--- src/pkg/tms_defs.svh ---
// register offsets, field positions, memory sizes and core clock rate of the thermal mode supervisor
`ifndef TMS_DEFS_SVH
`define TMS_DEFS_SVH
`define OFF_STATUS      12'h000
`define OFF_MASK        12'h004
`define OFF_CTRL        12'h008
`define OFF_STATE       12'h00C
`define OFF_BOOT        12'h010
`define OFF_NTC         12'h014
`define OFF_MEMINFO     12'h018
`define EV_BB           0
`define EV_PA_CP        1
`define EV_PB_CP        2
`define EV_DISCH        3
`define EV_MASTER       4
`define EV_NTC0         5
`define EV_BOOT_DONE    8
`define EV_BOOT_ERR     9
`define NUM_EV          10
`define CTRL_BOOT_OK    0
`define CTRL_BOOT_ERR   1
`define CTRL_DUAL       2
`define UPDATE_INDEX    4'h8
`define EEPROM_ADDR     7'h50
`define SRAM_KBYTES     16'h001B
`define ROM_KBYTES      16'h00A0
`define OTP_BYTES       16'h0200
`define CORE_CLK_MHZ    24
`define PSLVERR_NONE    1'b0
`endif

--- src/pkg/tms_pkg.sv ---
// types shared by the thermal mode supervisor
package tms_pkg;
	typedef enum logic [2:0] {
		ST_SHUTDOWN = 3'b000,
		ST_STRAP    = 3'b001,
		ST_LOAD     = 3'b010,
		ST_RUN      = 3'b011,
		ST_FALLBACK = 3'b100,
		ST_UPDATE   = 3'b101
	} mode_t;
	typedef struct packed {
		logic buckboost_overtemp;
		logic port_a_cable_power_overtemp;
		logic port_b_cable_power_overtemp;
		logic port_a_discharge_overtemp;
		logic master_overtemp;
	} sensors_t;
	typedef struct packed {
		mode_t       mode;
		sensors_t    s1;
		sensors_t    s2;
		logic [9:0]  status;
		logic [9:0]  mask;
		logic [2:0]  ctrl;
		logic [3:0]  strap_index;
		logic        disch_open;
		logic        bb_en;
		logic        pa_cp_en;
		logic        pb_cp_en;
		logic        disch_en;
		logic        err_recovery;
		logic        cpu_reset;
		logic        cpu_en;
		logic        port_b_en;
		logic        update_mode;
		logic        strap_req;
		logic        load_req;
		logic        irq;
		logic [31:0] prdata;
		logic        pready;
		logic [2:0]  ntc_prev;
	} state_t;
endpackage

--- src/core/thermal_mode_supervisor.sv ---
// supervisor for power modes, boot sequencing and thermal shutdown responses
//
// Local design decisions: the address map and register access over APB.
`timescale 1ns/1ns
`include "tms_defs.svh"
module thermal_mode_supervisor #(
	parameter int DUAL_PORT = 1
) (
	input  wire logic        CORE_CLK,
	input  wire logic        SYS_RST,
	input  wire logic        PSEL,
	input  wire logic        PENABLE,
	input  wire logic        PWRITE,
	input  wire logic [11:0] PADDR,
	input  wire logic [31:0] PWDATA,
	output logic      [31:0] PRDATA,
	output logic             PREADY,
	output logic             PSLVERR,
	input  wire tms_pkg::sensors_t SENSORS,
	input  wire logic        OVERTEMP_HYSTERESIS,
	input  wire logic        ENABLE_UNDERVOLTAGE_INPUT,
	input  wire logic        SUPPLY_ABOVE_LOCKOUT,
	input  wire logic        BUS_ABOVE_DISCH_THRESHOLD,
	input  wire logic        BUS_FALLING,
	input  wire logic [2:0]  TEMPERATURE_SENSE_INPUT,
	input  wire logic        STRAP_DONE,
	input  wire logic [3:0]  CONFIG_STRAP_INDEX,
	output logic             BUCKBOOST_EN,
	output logic             PORT_A_CABLE_POWER_EN,
	output logic             PORT_B_CABLE_POWER_EN,
	output logic             DISCHARGE_EN,
	output logic             ERROR_RECOVERY,
	output logic             CPU_RESET,
	output logic             CPU_EN,
	output logic             PORT_B_EN,
	output logic             UPDATE_MODE,
	output logic             STRAP_MEASURE_REQ,
	output logic             CONFIG_LOAD_REQ,
	output logic [6:0]       CONFIG_MEM_ADDR,
	output logic             IRQ
);
	tms_pkg::state_t r;
	tms_pkg::state_t next_r;
	logic [9:0] events;
	logic       wr;
	logic       rd;
	logic       active_ok;

	always_comb begin
		next_r = r;
		// two-stage synchronizer, first stage read only by the second
		next_r.s1 = SENSORS;
		next_r.s2 = r.s1;
		next_r.ntc_prev = TEMPERATURE_SENSE_INPUT;
		wr = PSEL && PENABLE && PWRITE;
		rd = PSEL && !PENABLE && !PWRITE;
		active_ok = ENABLE_UNDERVOLTAGE_INPUT && SUPPLY_ABOVE_LOCKOUT;
		events = '0;
		events[`EV_BB] = r.s2.buckboost_overtemp;
		events[`EV_PA_CP] = r.s2.port_a_cable_power_overtemp;
		events[`EV_PB_CP] = r.s2.port_b_cable_power_overtemp && (DUAL_PORT != 0);
		events[`EV_DISCH] = r.s2.port_a_discharge_overtemp;
		events[`EV_MASTER] = r.s2.master_overtemp;
		// rising threshold crossings only: rising voltage is rising temperature
		for (int i = 0; i < 3; i++) begin
			events[`EV_NTC0 + i] = TEMPERATURE_SENSE_INPUT[i] && !r.ntc_prev[i];
		end
		next_r.strap_req = 1'b0;
		next_r.load_req = 1'b0;
		// mode sequencing; master overtemp and enable loss both force shutdown
		if (r.s2.master_overtemp || !active_ok) begin
			next_r.mode = tms_pkg::ST_SHUTDOWN;
		end else begin
			case (r.mode)
				tms_pkg::ST_SHUTDOWN: begin
					// re-entry waits for the hysteresis release after a master event
					if (OVERTEMP_HYSTERESIS) begin
						next_r.mode = tms_pkg::ST_STRAP;
						next_r.strap_req = 1'b1;
					end
				end
				tms_pkg::ST_STRAP: begin
					if (STRAP_DONE) begin
						next_r.strap_index = CONFIG_STRAP_INDEX;
						if (CONFIG_STRAP_INDEX == `UPDATE_INDEX) begin
							next_r.mode = tms_pkg::ST_UPDATE;
						end else begin
							next_r.mode = tms_pkg::ST_LOAD;
							next_r.load_req = 1'b1;
						end
					end
				end
				tms_pkg::ST_LOAD: begin
					if (r.ctrl[`CTRL_BOOT_ERR]) begin
						next_r.mode = tms_pkg::ST_FALLBACK;
						events[`EV_BOOT_ERR] = 1'b1;
					end else if (r.ctrl[`CTRL_BOOT_OK]) begin
						next_r.mode = tms_pkg::ST_RUN;
						events[`EV_BOOT_DONE] = 1'b1;
					end
				end
				tms_pkg::ST_RUN: next_r.mode = tms_pkg::ST_RUN;
				tms_pkg::ST_FALLBACK: next_r.mode = tms_pkg::ST_FALLBACK;
				tms_pkg::ST_UPDATE: next_r.mode = tms_pkg::ST_UPDATE;
				default: next_r.mode = tms_pkg::ST_SHUTDOWN;
			endcase
		end
		// discharge switch: open on overtemp, reclose on hysteresis with falling bus above threshold
		if (r.s2.port_a_discharge_overtemp) begin
			next_r.disch_open = 1'b1;
		end else if (r.disch_open && OVERTEMP_HYSTERESIS && BUS_FALLING
			&& BUS_ABOVE_DISCH_THRESHOLD) begin
			next_r.disch_open = 1'b0;
		end
		next_r.cpu_en = (next_r.mode != tms_pkg::ST_SHUTDOWN);
		next_r.cpu_reset = (next_r.mode == tms_pkg::ST_SHUTDOWN) || r.s2.master_overtemp;
		next_r.bb_en = next_r.cpu_en && !r.s2.buckboost_overtemp;
		next_r.pa_cp_en = next_r.cpu_en && !r.s2.port_a_cable_power_overtemp;
		next_r.port_b_en = (next_r.mode == tms_pkg::ST_RUN) && r.ctrl[`CTRL_DUAL]
			&& (DUAL_PORT != 0);
		next_r.pb_cp_en = next_r.port_b_en && !r.s2.port_b_cable_power_overtemp;
		next_r.disch_en = next_r.cpu_en && !next_r.disch_open;
		next_r.err_recovery = r.s2.buckboost_overtemp || r.s2.port_a_cable_power_overtemp
			|| (r.s2.port_b_cable_power_overtemp && (DUAL_PORT != 0));
		next_r.update_mode = (next_r.mode == tms_pkg::ST_UPDATE);
		// sticky status: write one to clear, a new event wins over the clear
		if (wr && PADDR == `OFF_STATUS) begin
			next_r.status = r.status & ~PWDATA[9:0];
		end
		next_r.status = next_r.status | events;
		if (wr && PADDR == `OFF_MASK) begin
			next_r.mask = PWDATA[9:0];
		end
		if (wr && PADDR == `OFF_CTRL) begin
			next_r.ctrl = PWDATA[2:0];
		end
		// outcome bits are cleared when the sequencer heads into shutdown from any mode but load
		if (r.mode != tms_pkg::ST_LOAD && next_r.mode == tms_pkg::ST_SHUTDOWN) begin
			next_r.ctrl[`CTRL_BOOT_OK] = 1'b0;
			next_r.ctrl[`CTRL_BOOT_ERR] = 1'b0;
		end
		// a set mask bit hides its status bit; the new mask acts at once
		next_r.irq = |(next_r.status & ~next_r.mask);
		// reads answer in the access cycle; zero wait states like the core bus
		next_r.pready = PSEL && !PENABLE;
		if (rd) begin
			case (PADDR)
				`OFF_STATUS: next_r.prdata = {22'h00_0000, r.status};
				`OFF_MASK: next_r.prdata = {22'h00_0000, r.mask};
				`OFF_CTRL: next_r.prdata = {29'h0000_0000, r.ctrl};
				`OFF_STATE: next_r.prdata = {18'h0_0000, r.s2, 6'h00, r.mode};
				`OFF_BOOT: next_r.prdata = {25'h000_0000, `EEPROM_ADDR}
					| {16'h0000, 12'h000, r.strap_index} << 8;
				`OFF_NTC: next_r.prdata = {29'h0000_0000, TEMPERATURE_SENSE_INPUT};
				`OFF_MEMINFO: next_r.prdata = {`ROM_KBYTES, `SRAM_KBYTES};
				default: next_r.prdata = 32'h0000_0000;
			endcase
		end else if (!PSEL) begin
			next_r.prdata = 32'h0000_0000;
		end
	end

	always_ff @(posedge CORE_CLK) begin
		if (SYS_RST) begin
			r <= '0;
			r.mode <= tms_pkg::ST_SHUTDOWN;
			r.cpu_reset <= 1'b1;
		end else begin
			r <= next_r;
		end
	end

	assign PRDATA = r.prdata;
	assign PREADY = r.pready;
	assign PSLVERR = `PSLVERR_NONE;
	assign BUCKBOOST_EN = r.bb_en;
	assign PORT_A_CABLE_POWER_EN = r.pa_cp_en;
	assign PORT_B_CABLE_POWER_EN = r.pb_cp_en;
	assign DISCHARGE_EN = r.disch_en;
	assign ERROR_RECOVERY = r.err_recovery;
	assign CPU_RESET = r.cpu_reset;
	assign CPU_EN = r.cpu_en;
	assign PORT_B_EN = r.port_b_en;
	assign UPDATE_MODE = r.update_mode;
	assign STRAP_MEASURE_REQ = r.strap_req;
	assign CONFIG_LOAD_REQ = r.load_req;
	assign CONFIG_MEM_ADDR = `EEPROM_ADDR;
	assign IRQ = r.irq;
endmodule

--- config.mk ---
export PLATFORM = sky130hd
export DESIGN_NAME = thermal_mode_supervisor
export DESIGN_NICKNAME = d
export VERILOG_FILES = /design/src/pkg/tms_pkg.sv /design/src/core/thermal_mode_supervisor.sv
export VERILOG_INCLUDE_DIRS = /design/src /design/src/pkg
export SDC_FILE = /design/constraint.sdc
export NUM_CORES = 1
export LEC_CHECK = 0
export ABC_AREA = 0
export BUFFER_PORTS_ARGS = -buffer_cell sky130_fd_sc_hd__clkbuf_2
export CAP_MARGIN = 40
export CORE_MARGIN = 5
export CORE_UTILIZATION = 50
export CTS_CLUSTER_SIZE = 24
export DETAILED_ROUTE_END_ITERATION = 10
export PLACE_DENSITY = 0.78
export SKIP_CTS_REPAIR_TIMING = 1
export SLEW_MARGIN = 20
export SYNTH_ARGS = -nofsm -noshare
export SYNTH_HDL_FRONTEND = slang
export SYNTH_SLANG_ARGS = --single-unit
export TNS_END_PERCENT = 10
--- constraint.sdc ---
create_clock -name CORE_CLK -period 2.7 [get_ports CORE_CLK]
set_clock_uncertainty 0.15 [all_clocks]
set_input_delay 0.135 -clock CORE_CLK [delete_from_list [all_inputs] [get_ports CORE_CLK]]
set_output_delay 0.135 -clock CORE_CLK [all_outputs]
set_load 0.02 [all_outputs]
==> flow_metrics.tcl <==
set metrics [dict create \
    status "complete, no violations" \
    cellPowerDensity_nw_per_um2 525 \
    synth_area_sq_um 3330 \
    reg2reg_slack_ps 470 \
    io_pins 120 \
    critical_path.max_fanout 7 \
    grt_pass1_wl_um 13800 \
    via_per_inst 5.38 \
    drc 0 \
    final_cell_mix "clkbuf_2, dfxtp_1, nor2_1, nand2_1, a21oi_1" \
    slowest_delay_ps 520 \
    synth_warnings 0 \
    synth_compound_area_frac 0.174 \
    nets 562 \
    cp.required_ps 2750 \
    vias 3099 \
    antenna-diode-count 0 \
    crit_family "compound AO/OA/AOI/OAI gates" \
    worstReg2RegEnd "IRQ$_SDFF_PP0_" \
    synthXorXnorAreaFrac 0 \
    netlist-cell-type-count 47 \
    path_cells "dlygate4sd3_1, clkbuf_2, nor4bb_1, nand4_1, o2bb2a_1, a22oi_1, o211ai_1, a221oi_2, a41oi_1" \
    grt_remaining_overflow 0 \
    htree_levels 3 \
    slew_violations 0 \
    final_common_cell "clkbuf_2" \
    p_clk_frac 0.387 \
    crit_cells 9 \
    clkLatencyLatePin_ps 340 \
    first_pass_iters 5 \
    fin_setup_tns_ps 0 \
    synthAdderAreaFrac 0 \
    numClockSinks 72 \
    syn-mean-instance-area_sq_um 8.23 \
    p_leak_nw 1.70 \
    synthMuxAreaShare 0.0120 \
    final_cells 576 \
    n_fill_cell 539 \
    numCtsBuffers 9 \
    switchingPower_mw 0.521 \
    routed_wl_um 8790 \
    coreArea_sq_um 6420 \
    synthArstFlopShare 0 \
    hpwl_um 6210 \
    setup_viol 0 \
    cp-end-kind "flip-flop" \
    cp_num_buf_inv 2 \
    tightest_slew_ps 623 \
    final_hold_viol_count 0 \
    dp_slack_ps 178 \
    wl_per_cell_um 15.3 \
    grtUsageTotal 0.206 \
    synth-simple-area-share 0.262 \
    cp_slowest_cell "dlygate4sd3_1" \
    root_buffer "clkbuf_8" \
    worstRegToRegCells 7 \
    post-route-min-period_ps 2320 \
    p_comb_frac 0.099 \
    synth_edf_count 0 \
    crit_type "in -> reg" \
    num_rows 29 \
    swShare 0.243 \
    finalWorstSetupSlack_ps 375 \
    die_w_um 91.6 \
    p_int_mw 1.62 \
    start_util 0.519 \
    portBuffers 73 \
    start_kind "input pin" \
    r2r-start "r[87]$_SDFF_PP0_" \
    fmax_ghz 0.430 \
    place_inst 533 \
    synthFlopType "dfxtp_1" \
    slew_headroom 0.584 \
    grt_start_max_net_pins 59 \
    endpoint "IRQ$_SDFF_PP0_" \
    fin_crit_sh 0.861 \
    synth_top_family_by_area "simple AND/OR/NAND/NOR gates" \
    gp_congestion 0.883 \
    ir_drop_mv 0.466 \
    drt-initial-drc-count 198 \
    seq_power_share 0.514 \
    clk_pin_slew_ps 70 \
    cap_violations 0 \
    rsz0062_at_grt "false" \
    hold_class "in -> reg" \
    drive_gt1_frac 0.214 \
    clk_path_buf_depth 2 \
    dieHeight_um 91.6 \
    die_area_sq_um 8400 \
    yosysSeqAreaShare 0.433 \
    area_growth_pct 22.3 \
    syn_inst 405 \
    grt_pass1_vias 2908 \
    cp.arrival_ps 2370 \
    antenna_found_initial 0 \
    cts_tree "built" \
    startpoint "PSEL" \
    ys_ff_latch 72 \
    drt.antenna.violating_nets 0 \
]
routing by layer:
layer / global-route usage / part of all wire
met3: 0.0630 / 0.078
met5: 0 / 0
met1: 0.266 / 0.45
met2: 0.326 / 0.46
met4: 0.0716 / 0.011
worst register-to-register path: stages (launching register included):
cell,delay (ps)
dfxtp_1,470
nor3b_1,570
nand3_1,270
nand2_1,140
o21ai_0,70
o211ai_1,220
a221oi_2,50
a41oi_1,200
cell usage after synthesis (all sizes together) (2+ instances only):
cell / n / share of area
a21oi: 45 / 0.068
a221oi: 3 / 0.0098
a22oi: 18 / 0.041
a31oi: 5 / 0.0094
a32oi: 2 / 0.0053
and3: 4 / 0.0075
buf: 42 / 0.094
clkbuf: 16 / 0.018
conb: 2 / 0.0023
dfxtp: 72 / 0.43
inv: 5 / 0.0056
mux2i: 4 / 0.012
nand2: 46 / 0.052
nand2b: 9 / 0.017
nand3: 10 / 0.015
nand4: 4 / 0.0075
nor2: 47 / 0.054
nor2b: 22 / 0.041
nor3: 7 / 0.012
nor3b: 2 / 0.0045
nor4: 6 / 0.016
nor4b: 3 / 0.0079
o211ai: 4 / 0.0090
o21a: 3 / 0.0068
o21ai: 7 / 0.011
or4: 3 / 0.0079
area by class of cell:
| class | count | area [sq um] | share of cell area |
|---|---|---|---|
| clock inverters | 3 | 42.5 | 0.0104 |
| clock buffers | 12 | 145 | 0.0356 |
| well taps | 77 | 96.3 | 0.0236 |
| inverters | 5 | 18.8 | 0.00460 |
| multi-input cells | 292 | 1580 | 0.388 |
| repair buffers | 115 | 751 | 0.184 |
| flip-flops and latches | 72 | 1440 | 0.354 |
stage by stage:
stage,hold WS (ps),cell area [sq um],util,total power [mW]
finish,55.5,4080,0.635,2.14
global route,53.9,4080,0.635,2.24
CTS,-162,3800,0.591,2.13
detailed placement,197,3610,0.562,1.30
global placement,191,3610,0.562,1.30
floorplan,112,3410,-,1.26
kinds of logic (layout without fill, tap and decap cells):
group | count (synthesis) | after routing
other cells | 2 | 24
compound gates | 93 | 93
buf+inv | 63 | 135
simple gates | 171 | 171
flops | 72 | 72
mux | 4 | 4
registers in the layout, summed over array words and instances, names as in the netlist, 5 cells and up:
| signal | cells |
|---|---|
| next_r | 5 |
| r | 34 |
| PRDATA | 15 |
| events | 5 |
worst min path at each step:
stage,from,to,depth (start not counted)
4_1_cts,SENSORS[1],next_r[77]$_SDFF_PP0_,2
3_3_place_gp,SENSORS[2],next_r[78]$_SDFF_PP0_,2
6_report,STRAP_DONE,r[51]$_SDFFE_PP0P_,5
2_1_floorplan,OVERTEMP_HYSTERESIS,STRAP_MEASURE_REQ$_SDFF_PP0_,2
5_1_grt,STRAP_DONE,r[51]$_SDFFE_PP0P_,5
3_5_place_dp,SENSORS[1],next_r[77]$_SDFF_PP0_,2
power groups by stage:
stage / combinational, mW / clock (mW) / sequential, mW
2_1_floorplan: 0.131 / 0 / 1.13
3_3_place_gp: 0.175 / 0 / 1.12
3_5_place_dp: 0.178 / 0 / 1.13
4_1_cts: 0.179 / 0.849 / 1.10
5_1_grt: 0.231 / 0.908 / 1.10
6_report: 0.213 / 0.828 / 1.10
No activity file was read; power rests on OpenSTA's default activity.
